`src/hdl/sfdl_pkg.sv`:
```
// Purpose: Constants and carriers of the FIFO DMA local port.
// Assumes: One 25 MHz clock, synchronous active-high reset.
// Notes: Offsets are byte addresses of the configuration port.
//
// What this block does
// - DMA targets only the four FIFO locations
// - Demand: request rx on data, tx while space
// - Demand transfer stalls when serial side stalls
// - Non-demand ignores FIFO empty and full flags
// - Both DMA channels serve demand and non-demand
// - FIFO accesses are 32-bit; width code 11/00
// - Bursts enabled, back-to-back FIFO accesses accepted
// - Demand mode drives active-low demand request
// - Identity codes loaded from EEPROM, read-only
// - Bridge setup loaded from SETUP_RST at reset
// - Windows: 0 memory, 1 IO, 2 memory, 3 unused
// - Local space size is 4k bytes
// - Mailbox and doorbell registers do nothing
// - DMA and local interrupts merge onto one line
// - Interrupt needs enable at every level

package sfdl_pkg;

  // Data path sizes
  localparam int NUM_FIFO = 4;
  localparam int DATA_W = 8;
  localparam int BUS_W = 32;
  localparam int FIFO_DEPTH = 8;

  // Local space of 4k bytes sets the local address width
  localparam int LOCAL_SPACE_BYTES = 4096;
  localparam int ADDR_W = $clog2(LOCAL_SPACE_BYTES);

  // FIFO data ports: one word each from FIFO_BASE upward
  localparam logic [11:0] FIFO_BASE = 12'h010;
  localparam int FIFO_IDX_LSB = 2;
  localparam int FIFO_WIN_LSB = 4;

  // Configuration port offsets
  localparam int CFG_AW = 8;
  localparam logic [7:0] OFF_IDENTITY = 8'h00;
  localparam logic [7:0] OFF_SUB_IDENTITY = 8'h2C;
  localparam logic [7:0] OFF_WIN0 = 8'h10;
  localparam logic [7:0] OFF_WIN1 = 8'h14;
  localparam logic [7:0] OFF_WIN2 = 8'h18;
  localparam logic [7:0] OFF_WIN3 = 8'h1C;
  localparam logic [7:0] OFF_SETUP0 = 8'h80;
  localparam logic [7:0] OFF_SETUP1 = 8'h94;

  // Window type words: bit 0 set marks IO space
  localparam logic [31:0] WIN0_TYPE = 32'h0000_0000;
  localparam logic [31:0] WIN1_TYPE = 32'h0000_0001;
  localparam logic [31:0] WIN2_TYPE = 32'h0000_0000;
  localparam logic [31:0] WIN3_TYPE = 32'h0000_0000;

  // Channel setup field positions
  localparam int SU_WIDTH_LSB = 0;
  localparam int SU_READY = 6;
  localparam int SU_BURST = 8;
  localparam int SU_DONE_IE = 10;
  localparam int SU_NOINC = 11;
  localparam int SU_DEMAND = 12;
  localparam int SU_STOP = 15;
  localparam logic [1:0] WIDTH_32 = 2'h3;
  localparam logic [1:0] WIDTH_8 = 2'h0;

  // Setup reset: 32-bit, ready on, burst on, no increment
  localparam logic [31:0] SETUP_RST = 32'h0000_0943;
  // Bits 31:18 are reserved and stay zero
  localparam logic [31:0] SETUP_WMASK = 32'h0003_FFFF;

  // EEPROM serial clock timing
  localparam int CLK_PERIOD_NS = 40;
  localparam int EE_CLK_PERIOD_NS = 320;
  localparam int EE_HALF_CYC = EE_CLK_PERIOD_NS / (2 * CLK_PERIOD_NS);
  localparam int EE_BITS = 64;

  // Local bus access from the bridge DMA controller
  typedef struct packed {
    logic valid;
    logic write;
    logic chan;
    logic [ADDR_W-1:0] addr;
    logic [BUS_W-1:0] data;
  } sfdl_lreq_t;

  // Which FIFO a DMA channel is working on
  typedef struct packed {
    logic to_fifo;
    logic [1:0] idx;
  } sfdl_tgt_t;

  // Configuration port access
  typedef struct packed {
    logic valid;
    logic write;
    logic [CFG_AW-1:0] addr;
    logic [BUS_W-1:0] data;
  } sfdl_cfg_t;

endpackage

```
`src/hdl/sfdl_local_port.sv`:
```
// Purpose: Local-bus FIFO port serving the bridge DMA channels.
// Assumes: Bridge DMA logic and serial channels share clk_in.
// Notes: One beat per request; ready is a one-cycle pulse.
`timescale 1ns/1ps

module sfdl_local_port (
  input wire logic clk_in,
  input wire logic reset_in,
  input wire sfdl_pkg::sfdl_lreq_t lreq_in,
  input wire logic last_burst_strobe_in,
  output logic lready_out,
  output logic [31:0] lrdata_out,
  input wire sfdl_pkg::sfdl_tgt_t [1:0] dma_target_in,
  output logic [1:0] demand_request_n_out,
  input wire sfdl_pkg::sfdl_cfg_t cfg_in,
  output logic cfg_ack_out,
  output logic [31:0] cfg_rdata_out,
  input wire logic [1:0] dma_done_in,
  input wire logic local_irq_in,
  input wire logic local_irq_enable_in,
  output logic host_interrupt_line_out,
  input wire logic ee_data_in,
  output logic ee_clk_out,
  output logic ee_sel_out,
  input wire logic [3:0] rx_valid_in,
  input wire logic [3:0][7:0] rx_data_in,
  output logic [3:0] rx_ready_out,
  output logic [3:0] tx_valid_out,
  output logic [3:0][7:0] tx_data_out,
  input wire logic [3:0] tx_ready_in
);

  // Whole state of the port
  typedef struct packed {
    logic ready;
    logic last_write;
    logic [31:0] rdata;
    logic [1:0] demand_request_n_n;
    logic [1:0] hold_off;
    logic [1:0][31:0] setup;
    logic cfg_ack;
    logic [31:0] cfg_rdata;
    logic irq;
  } sfdl_st_t;

  sfdl_st_t st_reg, st_next;

  // FIFO handshakes seen by the local bus
  logic [3:0] tx_push;       // Local write into a transmit FIFO
  logic [3:0] tx_space;      // Transmit FIFO not full
  logic [3:0] rx_pop;        // Local read from a receive FIFO
  logic [3:0] rx_avail;      // Receive FIFO holds data
  logic [3:0][7:0] rx_head;  // Byte at the head of each receive FIFO

  // Identity words from the loader
  logic [31:0] ident;
  logic [31:0] sub_ident;
  logic ident_loaded;

  // Decode of the current local access
  logic take;     // A new beat is offered
  logic hit;      // Address falls on a FIFO port
  logic [1:0] idx; // Which FIFO port
  logic demand;   // Requesting channel is in demand mode
  logic stall;    // Demand mode waits on the serial side
  logic [31:0] wmask_data; // Setup write with reserved bits cleared

  assign lready_out = st_reg.ready;
  assign lrdata_out = st_reg.rdata;
  assign demand_request_n_out = st_reg.demand_request_n_n;
  assign cfg_ack_out = st_reg.cfg_ack;
  assign cfg_rdata_out = st_reg.cfg_rdata;
  assign host_interrupt_line_out = st_reg.irq;

  // Identity loader runs after every reset
  sfdl_ee_loader u_loader (
    .clk_in(clk_in),
    .reset_in(reset_in),
    .ee_data_in(ee_data_in),
    .ee_clk_out(ee_clk_out),
    .ee_sel_out(ee_sel_out),
    .identity_out(ident),
    .sub_identity_out(sub_ident),
    .loaded_out(ident_loaded)
  );

  // One transmit and one receive FIFO per serial channel
  genvar g;
  generate
    for (g = 0; g < sfdl_pkg::NUM_FIFO; g++) begin : g_chan
      sfdl_fifo #(
        .W(sfdl_pkg::DATA_W),
        .DEPTH(sfdl_pkg::FIFO_DEPTH)
      ) u_tx (
        .clk_in(clk_in),
        .reset_in(reset_in),
        .in_valid_in(tx_push[g]),
        .in_ready_out(tx_space[g]),
        .in_data_in(lreq_in.data[7:0]),
        .out_valid_out(tx_valid_out[g]),
        .out_ready_in(tx_ready_in[g]),
        .out_data_out(tx_data_out[g])
      );
      sfdl_fifo #(
        .W(sfdl_pkg::DATA_W),
        .DEPTH(sfdl_pkg::FIFO_DEPTH)
      ) u_rx (
        .clk_in(clk_in),
        .reset_in(reset_in),
        .in_valid_in(rx_valid_in[g]),
        .in_ready_out(rx_ready_out[g]),
        .in_data_in(rx_data_in[g]),
        .out_valid_out(rx_avail[g]),
        .out_ready_in(rx_pop[g]),
        .out_data_out(rx_head[g])
      );
    end
  endgenerate

  // Address decode of the local access
  always_comb begin
    // A beat is taken only while no answer is pending
    take = lreq_in.valid && !st_reg.ready;
    // Only the four FIFO ports are DMA targets; 4k local space
    hit = (lreq_in.addr[sfdl_pkg::ADDR_W-1:sfdl_pkg::FIFO_WIN_LSB] ==
      sfdl_pkg::FIFO_BASE[sfdl_pkg::ADDR_W-1:sfdl_pkg::FIFO_WIN_LSB]);
    idx = lreq_in.addr[sfdl_pkg::FIFO_IDX_LSB +: 2];
    // Either channel may run in either mode
    demand = st_reg.setup[lreq_in.chan][sfdl_pkg::SU_DEMAND];
    // Demand mode waits for data or space; the other mode never looks
    stall = hit && demand &&
      (lreq_in.write ? !tx_space[idx] : !rx_avail[idx]);
    wmask_data = cfg_in.data & sfdl_pkg::SETUP_WMASK;
  end

  // FIFO strobes, one-hot on the addressed port
  always_comb begin
    tx_push = '0;
    rx_pop = '0;
    if (take && hit && !stall) begin
      // A full FIFO drops the write: initiator must size transfers
      if (lreq_in.write) begin
        tx_push[idx] = 1'b1;
      end else begin
        rx_pop[idx] = 1'b1;
      end
    end
  end

  // Next state of bus answers, demand requests, registers, interrupt
  always_comb begin
    st_next = st_reg;
    st_next.ready = 1'b0;
    st_next.cfg_ack = 1'b0;

    // Local bus beat: ready paces each access, waits only while demand mode stalls
    if (take && !stall) begin
      st_next.ready = 1'b1;
      st_next.last_write = lreq_in.write;
      if (!lreq_in.write && hit) begin
        // Byte in the low lane, upper lanes zero
        st_next.rdata = {24'h00_0000, rx_head[idx]};
      end else begin
        // Non-FIFO addresses answer zero and change nothing
        st_next.rdata = 32'h0000_0000;
      end
    end

    // Demand request per DMA channel, active low
    for (int k = 0; k < 2; k++) begin
      // Last beat of a burst pauses the request for one cycle
      st_next.hold_off[k] = take && !stall && (lreq_in.chan == k[0]) &&
        last_burst_strobe_in;
      if (st_reg.setup[k][sfdl_pkg::SU_DEMAND] && !st_reg.hold_off[k]) begin
        if (dma_target_in[k].to_fifo) begin
          // Transmit: ask while there is room
          st_next.demand_request_n_n[k] = !tx_space[dma_target_in[k].idx];
        end else begin
          // Receive: ask as soon as data arrives
          st_next.demand_request_n_n[k] = !rx_avail[dma_target_in[k].idx];
        end
      end else begin
        st_next.demand_request_n_n[k] = 1'b1;
      end
    end

    // Configuration port access, answered one cycle later
    if (cfg_in.valid) begin
      st_next.cfg_ack = 1'b1;
      st_next.cfg_rdata = 32'h0000_0000;
      case (cfg_in.addr)
        sfdl_pkg::OFF_IDENTITY: begin
          // Writes are ignored; reads zero until loaded
          st_next.cfg_rdata = ident_loaded ? ident : 32'h0;
        end
        sfdl_pkg::OFF_SUB_IDENTITY: begin
          st_next.cfg_rdata = ident_loaded ? sub_ident : 32'h0;
        end
        sfdl_pkg::OFF_WIN0: begin
          st_next.cfg_rdata = sfdl_pkg::WIN0_TYPE;
        end
        sfdl_pkg::OFF_WIN1: begin
          st_next.cfg_rdata = sfdl_pkg::WIN1_TYPE;
        end
        sfdl_pkg::OFF_WIN2: begin
          st_next.cfg_rdata = sfdl_pkg::WIN2_TYPE;
        end
        sfdl_pkg::OFF_WIN3: begin
          st_next.cfg_rdata = sfdl_pkg::WIN3_TYPE;
        end
        sfdl_pkg::OFF_SETUP0: begin
          if (cfg_in.write) begin
            st_next.setup[0] = wmask_data;
          end
          st_next.cfg_rdata = st_reg.setup[0];
        end
        sfdl_pkg::OFF_SETUP1: begin
          if (cfg_in.write) begin
            st_next.setup[1] = wmask_data;
          end
          st_next.cfg_rdata = st_reg.setup[1];
        end
        default: begin
          // Mailbox, doorbell and all else read zero
          st_next.cfg_rdata = 32'h0000_0000;
        end
      endcase
    end

    // One host line; each source needs its own enable as well
    st_next.irq =
      (dma_done_in[0] && st_reg.setup[0][sfdl_pkg::SU_DONE_IE]) ||
      (dma_done_in[1] && st_reg.setup[1][sfdl_pkg::SU_DONE_IE]) ||
      (local_irq_in && local_irq_enable_in);
  end

  // State register; setup starts in the supported transfer shape
  always_ff @(posedge clk_in) begin
    if (reset_in) begin
      st_reg <= '0;
      st_reg.demand_request_n_n <= 2'h3;
      st_reg.setup[0] <= sfdl_pkg::SETUP_RST;
      st_reg.setup[1] <= sfdl_pkg::SETUP_RST;
    end else begin
      st_reg <= st_next;
    end
  end

  // Ready is a single-cycle pulse, so beats cannot double count
  chk_ready_pulse: assert property (@(posedge clk_in) disable iff (reset_in)
    st_reg.ready |=> !st_reg.ready)
    else $error("Ready held for two cycles");

  // Every offered beat is answered unless demand mode stalls it
  chk_beat_answer: assert property (@(posedge clk_in) disable iff (reset_in)
    (take && !stall) |=> st_reg.ready)
    else $error("Beat not answered on next cycle");

  // A stalled demand beat gets no ready
  chk_demand_stall: assert property (@(posedge clk_in) disable iff (reset_in)
    (take && stall) |=> !st_reg.ready)
    else $error("Ready given while demand stalled");

  // Read answers carry one byte in the low lane
  chk_rdata_byte: assert property (@(posedge clk_in) disable iff (reset_in)
    (st_reg.ready && !st_reg.last_write) |-> st_reg.rdata[31:8] == 24'h0)
    else $error("Upper read lanes not zero");

  // Non-FIFO addresses never move FIFO data
  chk_unmapped_idle: assert property (@(posedge clk_in) disable iff (reset_in)
    (lreq_in.valid && !hit) |-> (tx_push == 4'h0 && rx_pop == 4'h0))
    else $error("FIFO moved on a non-FIFO address");

  // Channel 0 demand request only with demand mode set beforehand
  chk_demand_request_n_mode: assert property (@(posedge clk_in) disable iff (reset_in)
    !st_reg.demand_request_n_n[0] |-> $past(st_reg.setup[0][sfdl_pkg::SU_DEMAND]))
    else $error("Demand request without demand mode");

  // Reserved setup 1 bits stay zero whatever is written
  chk_setup_resvd: assert property (@(posedge clk_in) disable iff (reset_in)
    cfg_in.valid && cfg_in.write && cfg_in.addr == sfdl_pkg::OFF_SETUP1
    ##1 1'b1 |-> st_reg.setup[1][31:18] == 14'h0)
    else $error("Reserved setup bits set");

  // Identity stays fixed once loaded
  chk_id_fixed: assert property (@(posedge clk_in) disable iff (reset_in)
    (ident_loaded && $past(ident_loaded)) |-> $stable(ident))
    else $error("Identity changed after load");

  // An enabled local interrupt reaches the host on the next cycle
  chk_irq_merge: assert property (@(posedge clk_in) disable iff (reset_in)
    (local_irq_in && local_irq_enable_in) |=> st_reg.irq [*1])
    else $error("Enabled local interrupt not passed");

endmodule

```
`src/hdl/sfdl_fifo.sv`:
```
// Purpose: Small flip-flop FIFO with valid/ready on both sides.
// Assumes: Same clock on both sides.
// Notes: Push when full and pop when empty are ignored.
`timescale 1ns/1ps

module sfdl_fifo #(
  parameter int W = 8,
  parameter int DEPTH = 8
) (
  input wire logic clk_in,
  input wire logic reset_in,
  input wire logic in_valid_in,
  output logic in_ready_out,
  input wire logic [W-1:0] in_data_in,
  output logic out_valid_out,
  input wire logic out_ready_in,
  output logic [W-1:0] out_data_out
);

  localparam int PW = $clog2(DEPTH);

  // Whole state of the FIFO
  typedef struct packed {
    logic [DEPTH-1:0][W-1:0] mem;
    logic [PW-1:0] wptr;
    logic [PW-1:0] rptr;
    logic [PW:0] count;
  } sfdl_fifo_st_t;

  sfdl_fifo_st_t st_reg, st_next;
  logic push, pop; // Handshakes that really move data

  assign in_ready_out = (st_reg.count != (PW+1)'(DEPTH));
  assign out_valid_out = (st_reg.count != '0);
  assign out_data_out = st_reg.mem[st_reg.rptr];
  assign push = in_valid_in && in_ready_out;
  assign pop = out_ready_in && out_valid_out;

  // Pointer and count update
  always_comb begin
    st_next = st_reg;
    if (push) begin
      st_next.mem[st_reg.wptr] = in_data_in;
      st_next.wptr = st_reg.wptr + 1'b1;
    end
    if (pop) begin
      st_next.rptr = st_reg.rptr + 1'b1;
    end
    // Simultaneous push and pop leaves the count
    st_next.count = st_reg.count + (PW+1)'(push) - (PW+1)'(pop);
  end

  // State register
  always_ff @(posedge clk_in) begin
    if (reset_in) begin
      st_reg <= '0;
    end else begin
      st_reg <= st_next;
    end
  end

  chk_count_bound: assert property (@(posedge clk_in) disable iff (reset_in)
    st_reg.count <= (PW+1)'(DEPTH))
    else $error("FIFO count beyond depth");

endmodule

```
`src/hdl/sfdl_ee_loader.sv`:
```
// Purpose: Reads the identity words from the serial EEPROM at reset.
// Assumes: EEPROM shifts its next bit after our clock falls.
// Notes: Words are read-only once loaded; a reset reloads them.
`timescale 1ns/1ps

module sfdl_ee_loader (
  input wire logic clk_in,
  input wire logic reset_in,
  input wire logic ee_data_in,
  output logic ee_clk_out,
  output logic ee_sel_out,
  output logic [31:0] identity_out,
  output logic [31:0] sub_identity_out,
  output logic loaded_out
);

  // Whole state of the loader
  typedef struct packed {
    logic [1:0] sync;
    logic [2:0] div;
    logic [6:0] bits;
    logic sck;
    logic sel;
    logic done;
    logic [63:0] shreg;
  } sfdl_ee_st_t;

  // Half period of the serial clock in system cycles
  localparam int EE_HALF_CYC = sfdl_pkg::EE_HALF_CYC;

  sfdl_ee_st_t st_reg, st_next;

  assign ee_clk_out = st_reg.sck;
  assign ee_sel_out = st_reg.sel;
  assign identity_out = st_reg.shreg[63:32];
  assign sub_identity_out = st_reg.shreg[31:0];
  assign loaded_out = st_reg.done;

  // Serial clock divider and shift; data passes two flops first
  always_comb begin
    st_next = st_reg;
    st_next.sync = {st_reg.sync[0], ee_data_in};
    if (!st_reg.done) begin
      st_next.sel = 1'b1;
      if (st_reg.div == 3'(EE_HALF_CYC - 1)) begin
        st_next.div = '0;
        st_next.sck = !st_reg.sck;
        // Sample on the rising edge; bit settled since the fall
        if (!st_reg.sck) begin
          st_next.shreg = {st_reg.shreg[62:0], st_reg.sync[1]};
          st_next.bits = st_reg.bits + 7'h01;
          if (st_reg.bits == 7'(sfdl_pkg::EE_BITS - 1)) begin
            st_next.done = 1'b1;
            st_next.sel = 1'b0;
          end
        end
      end else begin
        st_next.div = st_reg.div + 3'h1;
      end
    end else begin
      st_next.sck = 1'b0;
    end
  end

  // State register; reset restarts the load
  always_ff @(posedge clk_in) begin
    if (reset_in) begin
      st_reg <= '0;
    end else begin
      st_reg <= st_next;
    end
  end

  chk_load_time: assert property (@(posedge clk_in) disable iff (reset_in)
    $fell(reset_in) |-> ##[500:560] st_reg.done)
    else $error("EEPROM load did not finish in time");

endmodule

```
`config.mk`:
```
export PLATFORM = sky130hd
export DESIGN_NAME = sfdl_local_port
export DESIGN_NICKNAME = d
export VERILOG_FILES = /design/src/hdl/sfdl_pkg.sv /design/src/hdl/sfdl_local_port.sv /design/src/hdl/sfdl_fifo.sv /design/src/hdl/sfdl_ee_loader.sv
export SDC_FILE = /design/constraint.sdc
export NUM_CORES = 2
export LEC_CHECK = 0
export ABC_AREA = 1
export CORE_ASPECT_RATIO = 1.25
export CORE_MARGIN = 4
export CORE_UTILIZATION = 69
export CTS_CLUSTER_SIZE = 14
export DETAILED_ROUTE_END_ITERATION = 16
export DONT_BUFFER_PORTS = 1
export PLACE_DENSITY_LB_ADDON = 0.25
export SYNTH_ARGS = -nofsm -noshare
export SYNTH_HDL_FRONTEND = slang
export SYNTH_SLANG_ARGS = --single-unit
```
`constraint.sdc`:
```
create_clock -name clk_in -period 4.9 [get_ports clk_in]
set_input_delay 0.245 -clock clk_in [delete_from_list [all_inputs] [get_ports clk_in]]
set_output_delay 0.245 -clock clk_in [all_outputs]
set_load 0.01 [all_outputs]
```
==> results list <==
- The internal portion of the total power is 10.5 mW.
- The floorplan step defined a die boundary enclosing 53700 sq um.
- Input and output buffers added on the ports amount to 0.
- Counting instances, the worst hold path has a depth of 5.
- Internal reg-to-reg setup slack: 0.89 ns
* Xor and xnor area share after synthesis: 0.406%
- Area of the placeable core: 49400 sq um
- Worst Path Max Fanout: 37
- Cell count after placement: 5151
- Per report_power, the clock group accounts for 36.3% of the total.
* Final critical delay including setup and external delays: 4.01 ns
* Clock tree root buffer cell: clkbuf_16
- Synth-to-layout area growth: 10.3%
- Count of warnings emitted by yosys: 0
- Insertion delay of the later-clocked pin in the worst-skew pair: 0.61 ns
* Switching part of the total power: 30.6%
* Upper clock frequency limit: 0.250 GHz
- Headroom to the max-slew limit came out at 13.4%.
- Required @ worst endpoint: 5.45 ns
- Setup total negative slack on the finished layout was measured at 0 ns.
* Ordered cell list for the critical path: clkinv_1, nand3_1, nand2_1, nand2_1, o21ai_2, nand3_4, nand3_1, nor2_4, buf_4, nand3_1, dlygate4sd3_1, a21oi_1, dlygate4sd3_1
- Cell type with the highest occurrence count on the critical path: nand3_1
- Worst setup path start: g_chan[2].u_tx.st_reg[1]
- Worst EP arrival: 4.55 ns
- Post-layout power: 15.1 mW
- The number of clock buffers added by TritonCTS is 73.
* Mux share of post-synthesis cell area: 0%
- Power Density: 395 nW/um^2
* TritonCTS clock tree: done
* Sequential fraction of design power: 44.5%
* Final ANT Viol Nets: 0
- Result of the run: finished clean
* Initial antenna violation count: 9
- Non-filler instance count after layout: 5466
- Count of cell instances traversed by the critical path: 13
* HP Class: input pin to register
* Number of rows created at floorplan: 91
- After layout, the worst path uses 81.7% of the clock period.
* Area fraction in compound gates after synthesis: 24.1%
- The final-report max-slew violation count is 0.
- Entering global routing, the biggest net connects 275 pins.
* Number of global-route vias before repair: 31374
- Across the routed clock network, the largest skew measured is 0.0180 ns.
- The number of cells on the worst reg-to-reg path is 13.
- Static Leak: 14.1 nW
* Level count of the clock H-tree: 3
- Global routing finished with a remaining overflow of 0.
- Hold Violations, Final: 0
- Dominant combinational cell family by area after synthesis: compound AO/OA/AOI/OAI gates
- The tightest hold path in the finished design has a slack of 0.0501 ns.
- Overall fraction of global-route tracks in use: 35.4%
- Part of the Yosys area used for sequential elements: 43.7%
- The slowest stage of the critical path is the nor2_4 cell.
- Among all flip-flop cells after synthesis, the most frequent one is dfxtp_1.
- The analysis attributes to net switching a power of 4.60 mW.
- RSZ-0062 raised after global routing: false
- Area fraction of the dominant cell type after synthesis: 43.7%
- Counting both buffers and inverters, the worst setup path holds a total of 4.
- Across the run, the number of max-cap violations was 0.
* Via count of the routed design: 33883
- Post-CTS repair changed the size of 0 cells.
* Top cells by area, synth: dfxtp_1, o21ai_0, a21oi_1
- Summed over all instances, the cell type with the most area after synthesis is dfxtp_1.
- Post-Synthesis Cells: 4831
* Delay of the slowest critical-path stage: 0.65 ns
- Using the TritonRoute via totals, the vias-per-cell ratio works out to 6.20.
* Clock slew at the register clock pins of the worst setup and hold paths: 0.06 ns
- For this run, asynchronously set or reset flops after synthesis account for 0%.
- STA classifies the critical path endpoint as a register.
- The synthesized design contains 754 register bits.
- Cell area after synthesis: 34500 sq um
- Cells with a size suffix above 1 make up 3.48% of the layout.
- Number of flops mapped to enable cells by yosys: 0
- Violation count after the first detailed-routing iteration: 3731
* Die Span Y: 258 um
- The first detailed-routing pass took 6 iterations.
- The initial utilization of the core area, before any placement, comes to 69.9%.
- Setup violations remaining at the end of the flow were counted as 0.
- Dividing the detail-routed wire length by the instance count gives 18.4 um.
* Adder and majority cell fraction of the synthesized area: 2.86%
- In this run the horizontal extent of the chip is 208 um.
- Placer congestion estimate: 0.892
- Post-synthesis simple-gate area fraction: 19.1%
* Top cell family by delay on the critical path: buffers and inverters
- Critical Path Sink: g_chan[0].u_tx.st_reg[15]
- Placed wire-length estimate: 56.6 mm
* Post-Syn Area per Cell: 7.15 sq um
- Startpoint of the lowest-slack register-to-register path: g_chan[2].u_tx.st_reg[1]
- Across the VDD grid, the largest voltage drop is 0.000327 V.
* Startpoint type of the worst setup path: register
* Count of boundary I/O pins: 254
- The synthesized netlist contains 42 unique library cells.
- For this run, design rule violations remaining after detail routing come to 0.
- Number of nets in the layout: 4970
* Worst-case clock buffer depth: 3
- Total wire length: 100 mm
- The critical path is of the register to register type.
- The share of total power dissipated in combinational logic is 19.2%.
- For this design, the sink count on the clock tree is 754.
* Worst-Margin Slew: 1.30 ns
* Reg-to-reg critical path endpoint: g_chan[0].u_tx.st_reg[15]
* Wire length of the first global-routing pass: 161 mm
[through the flow]
step	setup WS, ns	area (sq um)	util, %
floorplan	2.28	34600	-
global placement	1.38	33900	68.6
detailed placement	1.29	33900	68.6
CTS	1.02	38100	77.0
global route	0.657	38100	77.1
finish	0.895	38100	77.1
[what timing repair did]
item	CTS	global route
hold buffers	178	0
setup buffers	0	0
hold endpoints to repair	667	0
[layout make-up]
| type | instances | area (sq um) |
|---|---|---|
| diodes | 10 | 25.0 |
| clock buffers | 108 | 2140 |
| clock inverters | 19 | 136 |
| fillers | 3660 | 11300 |
| inverters | 425 | 1600 |
| multi-input cells | 3293 | 16200 |
| flip-flops and latches | 754 | 15100 |
| well taps | 651 | 815 |
| repair buffers | 206 | 2100 |
[tightest hold or removal path: cells and delay by family]
family                   cells  cell delay, ns
AND/OR/NAND/NOR              2            0.14
buffers and inverters        2            0.10
adder cells (fa/ha/maj)      1            0.13
[metal layers]
metal	vias up	GRT usage [%]	wire, um
li1	16015	-	-
met1	15661	44.8	38600
met2	1822	57.8	47000
met3	381	7.48	9760
met4	4	17.4	4880
met5	-	0	27
[placed cells by master (no fill, tap or decap), types with 9 or more instances in the layout]
cell type      Yosys  routed
xor2_1            14      14
buf_4             81      27
clkinv_1          12      11
clkinv_2           0      13
clkbuf_1         254      19
o2111ai_1         16      16
a31oi_1           33      33
conb_1             1      24
o21ai_1           11      11
nand4_1           24      24
diode_2            0      10
dlygate4sd3_1      0     169
o22ai_1           32      32
nand2_1          317     316
o21ai_0          852     852
o211ai_1          44      44
dfxtp_1          754     754
nand3_1          403     403
ha_1              66      66
buf_12             0       9
inv_1            411     411
clkbuf_8           0      14
nor3_1            36      35
nor2_1           779     775
clkbuf_16          0      75
a21oi_1          602     602
[worst min path at each step]
stage	slack (ns)	to	from
after detailed placement	0.32	st_reg[98]	lreq_in[44]
after global routing	0.02	demand_request_n_out[1]	reset_in
after CTS	0.002	demand_request_n_out[1]	reset_in
final	0.05	g_chan[1].u_tx.st_reg[0]	lreq_in[45]
after floorplan	0.32	st_reg[98]	lreq_in[44]
after global placement	0.32	st_reg[98]	lreq_in[44]
[power groups by stage]
stage	Clock (mW)	Sequential [mW]	Combinational, mW
after detailed placement	0	6.82	2.55
after global routing	5.74	6.73	3.23
final	5.47	6.70	2.89
after CTS	5.49	6.69	2.80
after global placement	0	6.81	2.49
after floorplan	0	6.74	2.10
[cell usage after synthesis, types with 2 or more instances]
cell type and instances:
nand2_1 317, clkinv_1 12, clkbuf_1 254, a31oi_1 33, buf_4 81, o21ai_2 2
buf_2 32, dfxtp_1 754, nor2_1 779, o22ai_1 32, a211oi_1 7, o2111ai_1 16
o211ai_1 44, inv_1 411, o21ai_0 852, ha_1 66, or2_2 3, xnor2_1 2
nand3_1 403, xor2_1 14, inv_2 2, nor3_1 36, buf_1 13, a21o_1 2
fa_1 8, a21oi_1 602, o21ai_1 11, o311ai_0 2, nor4_1 2, buf_6 2
nand4_1 24, nor2_2 3
[logic make-up (layout without fill, tap and decap cells)]
| family | Yosys count | count (layout) |
|---|---|---|
| AOI/OAI and AO/OA | 1606 | 1606 |
| and+or+nand+nor | 1573 | 1573 |
| buffers and inverters | 807 | 758 |
| DFF | 754 | 754 |
| adders and majority gates | 74 | 74 |
| xor gates and xnor gates | 16 | 16 |
| other | 1 | 34 |
No activity file was read; power rests on OpenSTA's default activity.
